## config.mk

```make
export PLATFORM = sky130hd
export DESIGN_NAME = power_budget_capability
export DESIGN_NICKNAME = d
export VERILOG_FILES = /design/src/power_budget_pkg.sv /design/src/power_budget_capability.sv
export SDC_FILE = /design/constraint.sdc
export NUM_CORES = 1
export LEC_CHECK = 0
export ABC_AREA = 1
export BUFFER_PORTS_ARGS = -buffer_cell sky130_fd_sc_hd__buf_4
export CAP_MARGIN = 20
export CELL_PAD_IN_SITES_DETAIL_PLACEMENT = 0
export CELL_PAD_IN_SITES_GLOBAL_PLACEMENT = 1
export CORE_ASPECT_RATIO = 1.75
export CORE_MARGIN = 2
export CORE_UTILIZATION = 32
export DETAILED_ROUTE_END_ITERATION = 7
export HOLD_SLACK_MARGIN = 0.12
export PLACE_DENSITY_LB_ADDON = 0.1
export SLEW_MARGIN = 20
export SYNTH_ARGS = -nofsm -noshare
export SYNTH_HDL_FRONTEND = slang
export SYNTH_SLANG_ARGS = --single-unit
```

## constraint.sdc

```tcl
create_clock -name i_clock -period 1.3 [get_ports i_clock]
set_input_delay 0.195 -clock i_clock [delete_from_list [all_inputs] [get_ports i_clock]]
set_output_delay 0.195 -clock i_clock [all_outputs]
set_load 0.1 [all_outputs]
```

## src/power_budget_pkg.sv

```systemverilog
// constants and carrier types for the power budget capability registers
package power_budget_pkg;
  // ==========================================================
  // register offsets (byte addresses in config space)
  localparam logic [11:0] HEADER_OFFSET = 12'h20c;
  localparam logic [11:0] INDEX_OFFSET = 12'h210;
  localparam logic [11:0] DATA_OFFSET = 12'h214;
  localparam logic [11:0] ALLOC_OFFSET = 12'h218;
  // ==========================================================
  // header fields
  localparam logic [15:0] CAP_ID = 16'h0004;
  localparam logic [3:0] CAP_VERSION = 4'h1;
  localparam logic [11:0] NEXT_UPSTREAM = 12'h230;
  localparam logic [11:0] NEXT_DOWNSTREAM = 12'h220;
  // ==========================================================
  // index values and reset values
  localparam logic [7:0] INDEX_RESET = 8'h00;
  localparam logic [7:0] INDEX_D0_MAX = 8'h00;
  localparam logic [7:0] INDEX_D0_SUSTAINED = 8'h01;
  localparam logic [7:0] BASE_POWER_RESET = 8'h04;
  localparam logic [1:0] SCALE_RESET = 2'h0;
  localparam logic [2:0] SUBSTATE_RESET = 3'h0;
  localparam logic [1:0] POWER_LEVEL_RESET = 2'h0;
  localparam logic [2:0] TYPE_MAXIMUM = 3'h7;
  localparam logic [2:0] TYPE_SUSTAINED = 3'h1;
  localparam logic [2:0] RAIL_RESET = 3'h2;
  localparam logic SYS_ALLOC_RESET = 1'b0;
  // ==========================================================
  // field positions in the data register
  localparam int BASE_LSB = 0;
  localparam int SCALE_LSB = 8;
  localparam int SUBSTATE_LSB = 10;
  localparam int LEVEL_LSB = 13;
  localparam int TYPE_LSB = 15;
  localparam int RAIL_LSB = 18;
  // ==========================================================
  // carriers
  typedef enum logic [1:0] {
    LOAD_BASE, LOAD_SCALE, LOAD_LEVEL, LOAD_ALLOC
  } load_target_type;
  typedef struct packed {
    logic valid;
    logic write;
    logic [11:0] addr;
    logic [3:0] byte_en;
    logic [31:0] wdata;
  } cfg_req_type;
  typedef struct packed {
    logic valid;
    load_target_type target;
    logic [7:0] data;
  } preload_type;
  typedef struct packed {
    logic [7:0] index_reg;
    logic [7:0] base_power_reg;
    logic [1:0] scale_reg;
    logic [1:0] device_power_level_field_reg;
    logic sys_alloc_reg;
    logic [31:0] rdata_reg;
    logic rvalid_reg;
    logic hit_reg;
  } budget_state_type;
endpackage : power_budget_pkg

```

## src/power_budget_capability.sv

```systemverilog
// power budgeting extended capability register bank for one port
`timescale 1ns/1ps
// Function
// - header id reads fixed 0004h
// - header version reads fixed 1h
// - next pointer 230h upstream, 220h downstream
// - index low byte writable, resets 00h
// - index 00h max, 01h sustained entry
// - other index values report zero budget
// - base power bits 7:0, reset 04h
// - scale bits 9:8, reset 00b
// - sub-state bits 12:10, reset 000b
// - power level bits 14:13, reset 00b
// - type bits 17:15, reset 111b
// - rail bits 20:18, reset 010b
// - system allocated bit 0, reset 0
// - base power, scale, power level and system allocated defaults replaceable by sideband preload
module power_budget_capability (
  // clock and reset
  input wire logic i_clock,
  input wire logic i_reset_n,
  // port strap
  input wire logic i_upstream_port,
  // configuration access
  input wire power_budget_pkg::cfg_req_type i_cfg_req,
  output logic [31:0] o_cfg_rdata,
  output logic o_cfg_rvalid,
  output logic o_cfg_hit,
  // sideband preload from serial bus or eeprom loader
  input wire power_budget_pkg::preload_type i_preload
);

  // ==========================================================
  // state
  power_budget_pkg::budget_state_type state_reg;
  power_budget_pkg::budget_state_type state_next;

  // assemble the header word
  function automatic logic [31:0] header_word(input logic upstream);
    logic [11:0] next_ptr;
    next_ptr = upstream ? power_budget_pkg::NEXT_UPSTREAM
                        : power_budget_pkg::NEXT_DOWNSTREAM;
    header_word = {next_ptr, power_budget_pkg::CAP_VERSION,
                   power_budget_pkg::CAP_ID};
  endfunction : header_word

  // assemble the data word for a given index
  function automatic logic [31:0] data_word(
    input logic [7:0] index,
    input logic [7:0] base,
    input logic [1:0] scale,
    input logic [1:0] level
  );
    logic [2:0] kind;
    data_word = 32'h0000_0000;
    kind = (index == power_budget_pkg::INDEX_D0_MAX)
           ? power_budget_pkg::TYPE_MAXIMUM
           : power_budget_pkg::TYPE_SUSTAINED;
    if (index == power_budget_pkg::INDEX_D0_MAX ||
        index == power_budget_pkg::INDEX_D0_SUSTAINED) begin
      data_word[power_budget_pkg::BASE_LSB +: 8] = base;
      data_word[power_budget_pkg::SCALE_LSB +: 2] = scale;
      data_word[power_budget_pkg::SUBSTATE_LSB +: 3] =
        power_budget_pkg::SUBSTATE_RESET;
      data_word[power_budget_pkg::LEVEL_LSB +: 2] = level;
      data_word[power_budget_pkg::TYPE_LSB +: 3] = kind;
      data_word[power_budget_pkg::RAIL_LSB +: 3] =
        power_budget_pkg::RAIL_RESET;
    end
  endfunction : data_word

  // ==========================================================
  // next-state logic
  always_comb begin
    state_next = state_reg;
    state_next.rvalid_reg = 1'b0;
    // sideband preload of the defaults
    if (i_preload.valid) begin
      unique case (i_preload.target)
        power_budget_pkg::LOAD_BASE: begin
          state_next.base_power_reg = i_preload.data;
        end
        power_budget_pkg::LOAD_SCALE: begin
          state_next.scale_reg = i_preload.data[1:0];
        end
        power_budget_pkg::LOAD_LEVEL: begin
          state_next.device_power_level_field_reg = i_preload.data[1:0];
        end
        power_budget_pkg::LOAD_ALLOC: begin
          state_next.sys_alloc_reg = i_preload.data[0];
        end
      endcase
    end
    // configuration access
    if (i_cfg_req.valid) begin
      state_next.rvalid_reg = !i_cfg_req.write;
      state_next.rdata_reg = 32'h0000_0000;
      state_next.hit_reg = 1'b1;
      unique case (i_cfg_req.addr)
        power_budget_pkg::HEADER_OFFSET: begin
          state_next.rdata_reg = header_word(i_upstream_port);
        end
        power_budget_pkg::INDEX_OFFSET: begin
          // only the low byte lane holds a writable field
          if (i_cfg_req.write && i_cfg_req.byte_en[0]) begin
            state_next.index_reg = i_cfg_req.wdata[7:0];
          end
          state_next.rdata_reg = {24'h00_0000, state_reg.index_reg};
        end
        power_budget_pkg::DATA_OFFSET: begin
          // data follows the live index, writes dropped
          state_next.rdata_reg = data_word(state_reg.index_reg,
            state_reg.base_power_reg, state_reg.scale_reg,
            state_reg.device_power_level_field_reg);
        end
        power_budget_pkg::ALLOC_OFFSET: begin
          state_next.rdata_reg = {31'h0000_0000,
                                  state_reg.sys_alloc_reg};
        end
        default: begin
          state_next.hit_reg = 1'b0;
        end
      endcase
      if (i_cfg_req.write) begin
        state_next.rdata_reg = state_reg.rdata_reg;
      end
    end
  end

  // ==========================================================
  // state register
  always_ff @(posedge i_clock) begin
    if (!i_reset_n) begin
      state_reg.index_reg <= power_budget_pkg::INDEX_RESET;
      state_reg.base_power_reg <= power_budget_pkg::BASE_POWER_RESET;
      state_reg.scale_reg <= power_budget_pkg::SCALE_RESET;
      state_reg.device_power_level_field_reg <=
        power_budget_pkg::POWER_LEVEL_RESET;
      state_reg.sys_alloc_reg <= power_budget_pkg::SYS_ALLOC_RESET;
      state_reg.rdata_reg <= 32'h0000_0000;
      state_reg.rvalid_reg <= 1'b0;
      state_reg.hit_reg <= 1'b0;
    end else begin
      state_reg <= state_next;
    end
  end

  // outputs
  assign o_cfg_rdata = state_reg.rdata_reg;
  assign o_cfg_rvalid = state_reg.rvalid_reg;
  assign o_cfg_hit = state_reg.hit_reg;

  // ==========================================================
  // checks
  logic rd_header;
  logic rd_index;
  logic rd_data;
  logic rd_alloc;
  assign rd_header = i_cfg_req.valid && !i_cfg_req.write &&
                     i_cfg_req.addr == power_budget_pkg::HEADER_OFFSET;
  assign rd_index = i_cfg_req.valid && !i_cfg_req.write &&
                    i_cfg_req.addr == power_budget_pkg::INDEX_OFFSET;
  assign rd_data = i_cfg_req.valid && !i_cfg_req.write &&
                   i_cfg_req.addr == power_budget_pkg::DATA_OFFSET;
  assign rd_alloc = i_cfg_req.valid && !i_cfg_req.write &&
                    i_cfg_req.addr == power_budget_pkg::ALLOC_OFFSET;

  property p_header_id;
    @(posedge i_clock) disable iff (!i_reset_n)
    rd_header |=> o_cfg_rvalid && o_cfg_rdata[15:0] == 16'h0004;
  endproperty
  a_header_id: assert property (p_header_id)
    else $error("header id wrong");

  property p_header_version;
    @(posedge i_clock) disable iff (!i_reset_n)
    rd_header |=> o_cfg_rdata[19:16] == 4'h1;
  endproperty
  a_header_version: assert property (p_header_version)
    else $error("header version wrong");

  property p_next_pointer;
    @(posedge i_clock) disable iff (!i_reset_n)
    rd_header |=> o_cfg_rdata[31:20] ==
      ($past(i_upstream_port) ? 12'h230 : 12'h220);
  endproperty
  a_next_pointer: assert property (p_next_pointer)
    else $error("next pointer wrong");

  property p_index_write;
    @(posedge i_clock) disable iff (!i_reset_n)
    (i_cfg_req.valid && i_cfg_req.write && i_cfg_req.byte_en[0] &&
     i_cfg_req.addr == power_budget_pkg::INDEX_OFFSET) ##1 rd_index
    |=> o_cfg_rdata == {24'h00_0000, $past(i_cfg_req.wdata[7:0], 2)};
  endproperty
  a_index_write: assert property (p_index_write)
    else $error("index readback wrong");

  property p_unsupported_zero;
    @(posedge i_clock) disable iff (!i_reset_n)
    rd_data && state_reg.index_reg > 8'h01 |=> o_cfg_rdata == 32'h0;
  endproperty
  a_unsupported_zero: assert property (p_unsupported_zero)
    else $error("unsupported entry not zero");

  property p_entry_type;
    @(posedge i_clock) disable iff (!i_reset_n)
    rd_data && state_reg.index_reg == 8'h00 |=>
      o_cfg_rdata[17:15] == 3'h7 && o_cfg_rdata[20:18] == 3'h2 &&
      o_cfg_rdata[12:10] == 3'h0 && o_cfg_rdata[31:21] == 11'h0;
  endproperty
  a_entry_type: assert property (p_entry_type)
    else $error("max entry fields wrong");

  property p_reset_defaults;
    @(posedge i_clock)
    !i_reset_n |=> state_reg.base_power_reg == 8'h04 &&
      state_reg.scale_reg == 2'h0 && state_reg.index_reg == 8'h00 &&
      state_reg.device_power_level_field_reg == 2'h0 &&
      !state_reg.sys_alloc_reg;
  endproperty
  a_reset_defaults: assert property (p_reset_defaults)
    else $error("reset defaults wrong");

  property p_preload_base;
    @(posedge i_clock) disable iff (!i_reset_n)
    i_preload.valid && i_preload.target == power_budget_pkg::LOAD_BASE
    ##1 (rd_data && state_reg.index_reg == 8'h00 && !i_preload.valid)
    |=> o_cfg_rdata[7:0] == $past(i_preload.data, 2);
  endproperty
  a_preload_base: assert property (p_preload_base)
    else $error("preloaded base power not shown");

  property p_alloc_read;
    @(posedge i_clock) disable iff (!i_reset_n)
    rd_alloc |=> o_cfg_rdata == {31'h0, $past(state_reg.sys_alloc_reg)};
  endproperty
  a_alloc_read: assert property (p_alloc_read)
    else $error("allocation register wrong");

  property p_ro_write;
    @(posedge i_clock) disable iff (!i_reset_n)
    i_cfg_req.valid && i_cfg_req.write && !i_preload.valid &&
    i_cfg_req.addr != power_budget_pkg::INDEX_OFFSET
    |=> $stable(state_reg.index_reg) && $stable(state_reg.base_power_reg);
  endproperty
  a_ro_write: assert property (p_ro_write)
    else $error("read-only write took effect");

  property p_sustained_entry;
    @(posedge i_clock) disable iff (!i_reset_n)
    rd_data && state_reg.index_reg == 8'h01 |=>
      o_cfg_rdata[17:15] == 3'h1 && o_cfg_rdata[20:18] == 3'h2 &&
      o_cfg_rdata[31:21] == 11'h0;
  endproperty
  a_sustained_entry: assert property (p_sustained_entry)
    else $error("sustained entry fields wrong");

  property p_unmapped_read;
    @(posedge i_clock) disable iff (!i_reset_n)
    i_cfg_req.valid && !i_cfg_req.write && !rd_header && !rd_index &&
    !rd_data && !rd_alloc |=> !o_cfg_hit && o_cfg_rdata == 32'h0;
  endproperty
  a_unmapped_read: assert property (p_unmapped_read)
    else $error("unmapped read not empty");

  property p_index_hold;
    @(posedge i_clock) disable iff (!i_reset_n)
    i_cfg_req.valid && i_cfg_req.write && !i_cfg_req.byte_en[0] &&
    i_cfg_req.addr == power_budget_pkg::INDEX_OFFSET
    |=> $stable(state_reg.index_reg);
  endproperty
  a_index_hold: assert property (p_index_hold)
    else $error("index changed without lane 0");

  property p_write_no_answer;
    @(posedge i_clock) disable iff (!i_reset_n)
    i_cfg_req.valid && i_cfg_req.write |=> !o_cfg_rvalid;
  endproperty
  a_write_no_answer: assert property (p_write_no_answer)
    else $error("write produced read strobe");

  property p_preload_alloc;
    @(posedge i_clock) disable iff (!i_reset_n)
    i_preload.valid && i_preload.target == power_budget_pkg::LOAD_ALLOC
    |=> state_reg.sys_alloc_reg == $past(i_preload.data[0]);
  endproperty
  a_preload_alloc: assert property (p_preload_alloc)
    else $error("preloaded allocation flag lost");

  // main scenarios
  c_read_sustained: cover property (@(posedge i_clock)
    rd_data && state_reg.index_reg == 8'h01);
  c_read_unsupported: cover property (@(posedge i_clock)
    rd_data && state_reg.index_reg == 8'h05);
  c_preload_alloc: cover property (@(posedge i_clock)
    i_preload.valid && i_preload.target == power_budget_pkg::LOAD_ALLOC);
  c_preload_with_cfg: cover property (@(posedge i_clock)
    i_preload.valid && i_cfg_req.valid);
  c_reset_release: cover property (@(posedge i_clock)
    $rose(i_reset_n));

endmodule : power_budget_capability

```

Word level (Yosys, flattened, before mapping)

Index checks and enable logic that the tools add are counted.

Flip-flop bits (word level): 55
Latch bits: 0
RAM bits: 0
Bits in read-only memories: 0
Bits of input ports: 64
Output and inout port bits: 34
Word-level logic and storage cells: 35
Memories: 0

Add/subtract/negate cells: 0
$mul: 0
Divide/modulo/power cells: 0
Magnitude comparators: 0
Eq/ne operators: 8
Shift operators: 0
Mux-type cells: 5
Bitwise logic cells: 1
Reduce and logical (&&, ||, !) cells: 13

Operators with widths:

| operator                                                           | count |
|---|---|
| 30-bit case mux with 4 select lines                                | 1 |
| 12-bit by 10-bit == test with 1-bit output (second input constant) | 4 |
| 20-bit 2-to-1 mux                                                  | 1 |
| 2-bit AND reduction                                                | 6 |
| 8-bit by 1-bit == test with 1-bit output (second input constant)   | 1 |
| 8-bit logical NOT                                                  | 1 |
| 5-bit 2-to-1 mux                                                   | 1 |
| 2-bit == test (second input constant)                              | 2 |
| 4-bit OR reduction                                                 | 1 |
| 3-bit 2-to-1 mux                                                   | 1 |
| 3-bit AND reduction                                                | 1 |
| 2-bit by 1-bit == test with 1-bit output (second input constant)   | 1 |
| 2-bit logical NOT                                                  | 1 |
| 1-bit logical AND                                                  | 1 |
| 1-bit logical NOT                                                  | 1 |
| 1-bit logical OR                                                   | 1 |
| 1-bit 2-to-1 mux                                                   | 1 |
| 1-bit NOT                                                          | 1 |

Logic depth before layout (Yosys ltp)

Gate-level depths: netlist (run 1).

Word-level depth: 4
Depth in mapped cells: 9
Mapped depth without buffers: 9

Worst setup path before layout (run 1)

Ideal clock, no wire load.

Path kind: flip-flop to flip-flop
Start point: reg, netlist name o_cfg_hit
End point: reg state_reg (netlist bit o_cfg_hit)
Library setup time: 61 ps
Arrival: 1184 ps
Data required time: 1239 ps
Setup slack: 56 ps
Cell stages (with the launch flop): 3
Path buffers: 0
Clock period less this slack: 1244 ps
Cells stage by stage: dfxtp_1 > o211ai_1 > inv_1

RTL lines:

| element              | line                           | text |
|---|---|---|
| end signal, assigned | power_budget_capability.sv:144 | `state_reg <= state_next;` |
| end, declared        | power_budget_capability.sv:35  | `power_budget_pkg::budget_state_type state_reg;` |

Final worst setup path (run 1)

Start point: reg state_reg[49] (netlist name)
End point: reg state_reg (netlist bit o_cfg_rdata[4])

Word-level cells in the longest chain between the ends: 4
Elaborated cells on any way between the ends: 5
Classes of those cells: eq/ne (1); mux (2); reduce/logical (2)

Ends and longest elaborated chain:

| element                                                                       | line                                                         | text |
|---|---|---|
| 8-bit by 1-bit == test with 1-bit output or 8-bit logical NOT (tied branches) | power_budget_capability.sv:60, power_budget_capability.sv:59 |  |
| 1-bit logical OR *                                                            | power_budget_capability.sv:59                                | `if (index == power_budget_pkg::INDEX_D0_MAX \|\|` |
| 20-bit 2-to-1 mux *                                                           | power_budget_capability.sv:59                                |  |
| 30-bit case mux with 4 select lines *                                         | power_budget_capability.sv:99                                | `unique case (i_cfg_req.addr)` |

Every way passes the cells marked *; elsewhere a longest branch is shown, timed or not.
A chain may end at the register's enable or synchronous reset.

==> out/qor.txt, run 1 <==
Run status = complete, no violations
Achievable Freq = 812.3 MHz
Most frequent CP cell = nand2_1
Final Max Tran Viols = 0
WL final = 5006 um
IO Port Bufs = 57
CTS tree = done
Reg-to-Reg Start = state_reg[49]
Req. time, crit path = 1.52 ns
Logic pwr share = 0.141
Worst reg2reg path endpoint = o_cfg_rdata[4]
Hold Crit Endpoint = state_reg[41]
Routability Congestion = 0.7635
Kind of critical path = register to register
Int Pwr = 0.002338 W
Fin nets = 415
GRT Util Overall = 0.1464
Dpl ws = -0.06256 ns
Initial drt markers = 68
CP max FO = 8
Worst path arrival time = 1.45 ns
Cell taking the most area after synthesis = dfxtp_1
Worst hold stages = 3
Seq pwr share = 0.398
Detailed Place HPWL = 3970 um
Die area = 0.007341 sq mm
Area Growth Syn to Fin = 29.41%
Crit. End Element = register
Cell area power density = 1152 mW/mm^2
WL per Instance = 11.53 um
Post-synthesis cell area = 0.002127 sq mm
Initial Utilization = 0.3277
Grt ovf = 0
Clock Sinks = 40
P_sw = 0.0008320 W
RSZ-0062 raised after global routing = true
Root Driver = clkbuf_16
Number of synthesized register bits = 40
Worst path cell trace = nor2_2 > nand2_2 > nor2_4 > nand2_1 > o21ai_1 > nand2_1 > a21oi_1
Synth warn = 0
Setup TNS = 0 ns
EDFF count, synth = 0
Maximum vdd drop = 0.9501 mV
Vias = 1874
Final Power = 0.003170 W
Largest net degree at the start of global routing = 25
Number of flip-flops in the largest register = 21
Leak = 1.232 nW
FP Rows = 39
Prevailing post-synth register cell = dfxtp_1
Design area = 0.002753 sq mm
Placed Area = 0.002551 sq mm
HP Class = input pin to register
Vias in the first global route = 1802
Worst-skew pair later-pin latency = 0.28 ns
Syn_area_per_cell = 7.138 sq um
Max-cap violations = 0
Die Wd = 65.63 um
Clock power frac = 0.461
Slowest stage cell, crit path = dfxtp_2
Area share of the largest cell type after synthesis = 0.3765
Post-route ant nets = 0
Number of library cell types mapped by synthesis = 23
Final Hold Slack = 0.1284 ns
Total CTS buffers = 5
Max Clock Skew = 0.001721 ns
Clk slew on worst S/H paths = 0.06 ns
Count leader, synth = nand2_1
Final period util = 0.9470
Setup slack, reg-to-reg = 0.07 ns
Synth area leaders = dfxtp_1 (38%), buf_4 (11%), nand2_1 (8.3%), a21oi_1 (6.6%), nor2_1 (6.2%)
Sequential area share after synthesis = 0.3765
Drt drc = 0
Number of H-tree levels = 2
Crit path time final = 1.231 ns
First-pass GRT wire length = 8266 um
# setup viols final = 0
Setup WS post-layout = 0.06886 ns
Startpoint types = register
Chip height = 111.9 um
Ant diodes = 0
Post-synth top cells = nand2_1 (47), dfxtp_1 (40), nor2_1 (35)
Min-Delay Startpoint = i_preload[2]
Vias per cell = 4.318
FFs w/ async S/R, synth = 0
Post-Synthesis Cells = 298
Antenna violations before repair = 0
Share of layout cells above drive strength 1 = 0.3153
Max stage delay on crit path = 0.32 ns
DRT Pass-1 Iters = 4
Ports = 98
Switching part of the total = 0.2625
Bufs on Longest Clock Path = 2
Worst R2R Path Depth = 7
Buf/Inv on CP = 0
Core area = 0.006490 sq mm
Final hold vios = 0
CP top delay family = simple AND/OR/NAND/NOR gates
CTS hold repair buffers = 0
## power by group through the flow
| stage | clock (W) | sequential (W) | combinational, W |
|---|---|---|---|
| 5_1_grt | 0.00155 | 0.00126 | 0.000486 |
| 2_1_floorplan | 0 | 0.00130 | 0.000318 |
| 3_3_place_gp | 0 | 0.00129 | 0.000449 |
| 6_report | 0.00146 | 0.00126 | 0.000448 |
| 4_1_cts | 0.00151 | 0.00126 | 0.000451 |
| 3_5_place_dp | 0 | 0.00129 | 0.000451 |
## metrics by stage
| step | std cells | util |
|---|---|---|
| after floorplan | 310 | - |
| after detailed placement | 426 | 0.3931 |
| after global routing | 434 | 0.4241 |
| after CTS | 434 | 0.4209 |
| final | 434 | 0.4241 |
| after global placement | 426 | 0.3931 |
## repair_timing
action,4_1_cts,5_1_grt
setup endpoints to repair,2,12
cloned,0,0
pin swaps,1,14
setup buffers,0,0
gates resized for setup,1,7
## routing by layer
| layer | global-route usage | share of wire | vias up |
|---|---|---|---|
| met5 | 0 | 0 | - |
| met4 | 0.05417 | 0.013 | 0 |
| met3 | 0.02727 | 0.040 | 4 |
| met2 | 0.2660 | 0.53 | 44 |
| met1 | 0.1632 | 0.41 | 809 |
| li1 | - | - | 1017 |
## worst register-to-register path, cell delays in order (launching register included)
cell and delay, ns:
dfxtp_2 0.32, nor2_2 0.11, nand2_2 0.11, nor2_4 0.21, nand2_1 0.07, o21ai_1 0.14
nand2_1 0.07, a21oi_1 0.11
## layout make-up
cell class,instances,area [sq um]
flip-flops and latches,40,802.0
fillers,719,3737
well taps,82,102.6
repair buffers,73,548.0
clock inverters,2,38.79
multi-input cells,198,998.5
clock buffers,6,138.9
inverters,33,123.9
## cells in the final DEF, fill, tap and decap left out, types with 4 or more instances in the layout
master	synthesis	routed
nand2_2	5	6
clkbuf_16	0	5
a21oi_1	28	26
dfxtp_1	40	39
nor2_4	5	5
nand3_1	23	23
inv_2	5	5
inv_1	28	28
nand2_1	47	46
nor2_1	35	33
o21ai_0	5	5
conb_1	1	13
nand3_2	4	4
buf_4	32	73
o21ai_1	23	21
## worst max-delay path by stage
stage	from	endpoint	slack (ns)	depth (start not counted)
2_1_floorplan	o_cfg_hit	o_cfg_hit	0.06	2
3_3_place_gp	i_cfg_req[37]	o_cfg_rdata[7]	-0.04	8
3_5_place_dp	i_cfg_req[37]	state_reg[49]	-0.06	7
4_1_cts	state_reg[53]	o_cfg_rdata[3]	0.006	7
5_1_grt	state_reg[49]	o_cfg_rdata[7]	-0.07	7
6_report	state_reg[49]	o_cfg_rdata[4]	0.07	7
## logic make-up after synthesis
| group | synth area share |
|---|---|
| buffers and inverters | 0.1859 |
| other | 0.001763 |
| and+or+nand+nor | 0.2971 |
| AOI/OAI and AO/OA | 0.1388 |
| DFF | 0.3765 |
Power figures use the tool's default switching activity.
==> inputs of run 2 (changes only) <==
--- a/config.mk
+++ b/config.mk
@@ -16,6 +16,7 @@
 export DETAILED_ROUTE_END_ITERATION = 7
 export HOLD_SLACK_MARGIN = 0.12
 export PLACE_DENSITY_LB_ADDON = 0.1
+export SETUP_SLACK_MARGIN = 0.15
 export SLEW_MARGIN = 20
 export SYNTH_ARGS = -nofsm -noshare
 export SYNTH_HDL_FRONTEND = slang
==> run 2 against run 1 <==
Sequential share of layout area down 0.60 points; setup slack worse by 0.012 ns; flip-flop and latch count unchanged; critical path type unchanged; routed wire length up 1.8%; critical endpoint is now o_cfg_rdata[3].
==> out/qor.txt, run 2 (synthesis gave the netlist of run 1 again) <==
Run status = complete, no violations (unchanged)
CP max FO = 8 (unchanged)
Worst reg2reg path endpoint = o_cfg_rdata[3] (was o_cfg_rdata[4])
Crit path time final = 1.243 ns (was 1.231 ns)
Fin nets = 416 (was 415)
Share of layout cells above drive strength 1 = 0.3513 (was 0.3153)
Bufs on Longest Clock Path = 2 (unchanged)
FP Rows = 39 (unchanged)
Antenna violations before repair = 0 (unchanged)
Largest net degree at the start of global routing = 25 (unchanged)
Routability Congestion = 0.7876 (was 0.7635)
CP Capture Point = o_cfg_rdata[3] (was o_cfg_rdata[4])
IO Port Bufs = 57 (unchanged)
Die Wd = 65.63 um (unchanged)
Vias per cell = 4.336 (was 4.318)
Placed cell count = 426 (unchanged)
Kind of critical path = register to register (unchanged)
Maximum vdd drop = 0.6058 mV (was 0.9501 mV)
Worst path arrival time = 1.46 ns (was 1.45 ns)
Core area = 0.006490 sq mm (unchanged)
P_sw = 0.0008404 W (was 0.0008320 W)
Setup slack, reg-to-reg = 0.06 ns (was 0.07 ns)
Final period util = 0.9561 (was 0.9470)
CTS hold repair buffers = 0 (unchanged)
Root Driver = clkbuf_16 (unchanged)
Initial Utilization = 0.3277 (unchanged)
Area Growth Syn to Fin = 32.53% (was 29.41%)
Clk slew on worst S/H paths = 0.06 ns (about the same)
Vias in the first global route = 1873 (was 1802)
Chip height = 111.9 um (unchanged)
Seq pwr share = 0.397 (was 0.398)
Commonest non-fill, non-tap cells in the layout = buf_4 (68), nand2_1 (42), dfxtp_1 (37), nor2_1 (33), inv_1 (28) (was buf_4 (73), nand2_1 (46), dfxtp_1 (39), nor2_1 (33), inv_1 (28))
Finished Layout Cells = 435 (was 434)
Worst-skew pair later-pin latency = 0.28 ns (about the same)
WL final = 5097 um (was 5006 um)
Final Util = 0.4344 (was 0.4241)
Max Clock Skew = 0.004213 ns (was 0.001721 ns)
Setup WS post-layout = 0.05703 ns (was 0.06886 ns)
Final hold vios = 0 (unchanged)
Detailed Place HPWL = 4039 um (was 3970 um)
Leak = 1.251 nW (was 1.232 nW)
Clock power frac = 0.461 (about the same)
HP Class = input pin to register (unchanged)
Worst R2R Path Depth = 7 (unchanged)
Ant diodes = 0 (unchanged)
Drt drc = 0 (unchanged)
Final Hold Slack = 0.1324 ns (was 0.1284 ns)
Dpl ws = -0.06372 ns (was -0.06256 ns)
Initial drt markers = 72 (was 68)
Ports = 98 (unchanged)
Total CTS buffers = 5 (unchanged)
First-pass GRT wire length = 8618 um (was 8266 um)
Logic pwr share = 0.142 (was 0.141)
Vias = 1886 (was 1874)
Cell area power density = 1128 mW/mm^2 (was 1152 mW/mm^2)
Number of flip-flops in the largest register = 21 (unchanged)
Achievable Freq = 804.5 MHz (was 812.3 MHz)
Crit. End Element = register (unchanged)
FILL cells = 721 (was 719)
Most common cell after layout, fill and taps aside = buf_4 (unchanged)
Clock Sinks = 40 (unchanged)
Grt ovf = 0 (unchanged)
Max-cap violations = 0 (unchanged)
# setup viols final = 0 (unchanged)
Int Pwr = 0.002339 W (was 0.002338 W)
Number of H-tree levels = 2 (unchanged)
Final Max Tran Viols = 0 (unchanged)
Reg-to-Reg Start = state_reg[50] (was state_reg[49])
CTS tree = done (unchanged)
WL per Instance = 11.72 um (was 11.53 um)
DRT Pass-1 Iters = 5 (was 4)
CP Launch Point = state_reg[50] (was state_reg[49])
RSZ-0062 raised after global routing = true (unchanged)
Post-route ant nets = 0 (unchanged)
Req. time, crit path = 1.52 ns (about the same)
Die area = 0.007341 sq mm (unchanged)
Startpoint types = register (unchanged)
GRT Util Overall = 0.1507 (was 0.1464)
Switching part of the total = 0.2643 (was 0.2625)
==> run 2: routing by layer <==
| layer | track usage | up-vias | part of all wire |
|---|---|---|---|
| li1 | - | 1020 | - |
| met1 | 0.1710 | 819 | 0.41 |
| met2 | 0.2727 | 43 | 0.53 |
| met3 | 0.02727 | 4 | 0.040 |
| met4 | 0.05278 | 0 | 0.012 |
| met5 | 0 | - | 0 |
==> run 2: timing repair <==
action                                  4_1_cts  5_1_grt
pin swaps                                    10       15
endpoints found under the setup margin       17       18
buffers inserted                              0        1
gates resized for setup                       7       18
==> run 2: cell type report <==
class | count | area, sq um | area share
Sequential cell | 40 | 804.5 | 0.2854
Timing Repair Buffer | 74 | 578.1 | 0.2051
Clock buffer | 6 | 138.9 | 0.04927
Multi-Input combinational cell | 198 | 1032 | 0.3662
Clock inverter | 2 | 38.79 | 0.01376
Inverter | 33 | 123.9 | 0.04394
Tap cell | 82 | 102.6 | 0.03640
==> run 2: worst max-delay path: stages, from the launching register on <==
cell and delay [ns]:
dfxtp_2 0.32, nor2_2 0.11, nand2_2 0.10, nor2_4 0.24, nand2_2 0.08, o21ai_2 0.12, nand2_1 0.08, a21oi_1 0.13
==> run 2: worst min-delay path by stage <==
stage | startpoint | end | slack (ns) | depth (start not counted)
after floorplan | i_preload[2] | state_reg[41] | 0.32 | 2
after global placement | i_preload[5] | state_reg[44] | 0.41 | 3
after detailed placement | i_preload[2] | state_reg[41] | 0.42 | 3
after CTS | i_preload[2] | state_reg[41] | 0.13 | 3
after global routing | i_preload[2] | state_reg[41] | 0.14 | 3
final | i_preload[2] | state_reg[41] | 0.13 | 3
==> run 2: stage by stage <==
stage | area [sq um] | power, W | setup TNS [ns]
2_1_floorplan | 2173 | 0.001623 | 0
3_3_place_gp | 2552 | 0.001740 | -0.2307
3_5_place_dp | 2552 | 0.001740 | -0.3583
4_1_cts | 2750 | 0.003216 | 0
5_1_grt | 2819 | 0.003293 | -0.4438
6_report | 2819 | 0.003179 | 0
==> run 2: power groups by stage <==
| stage | combinational, W | sequential (W) | clock, W |
|---|---|---|---|
| after global placement | 0.000451 | 0.00129 | 0 |
| after CTS | 0.000453 | 0.00126 | 0.00150 |
| after floorplan | 0.000318 | 0.00130 | 0 |
| after detailed placement | 0.000451 | 0.00129 | 0 |
| final | 0.000452 | 0.00126 | 0.00146 |
| after global routing | 0.000489 | 0.00126 | 0.00154 |
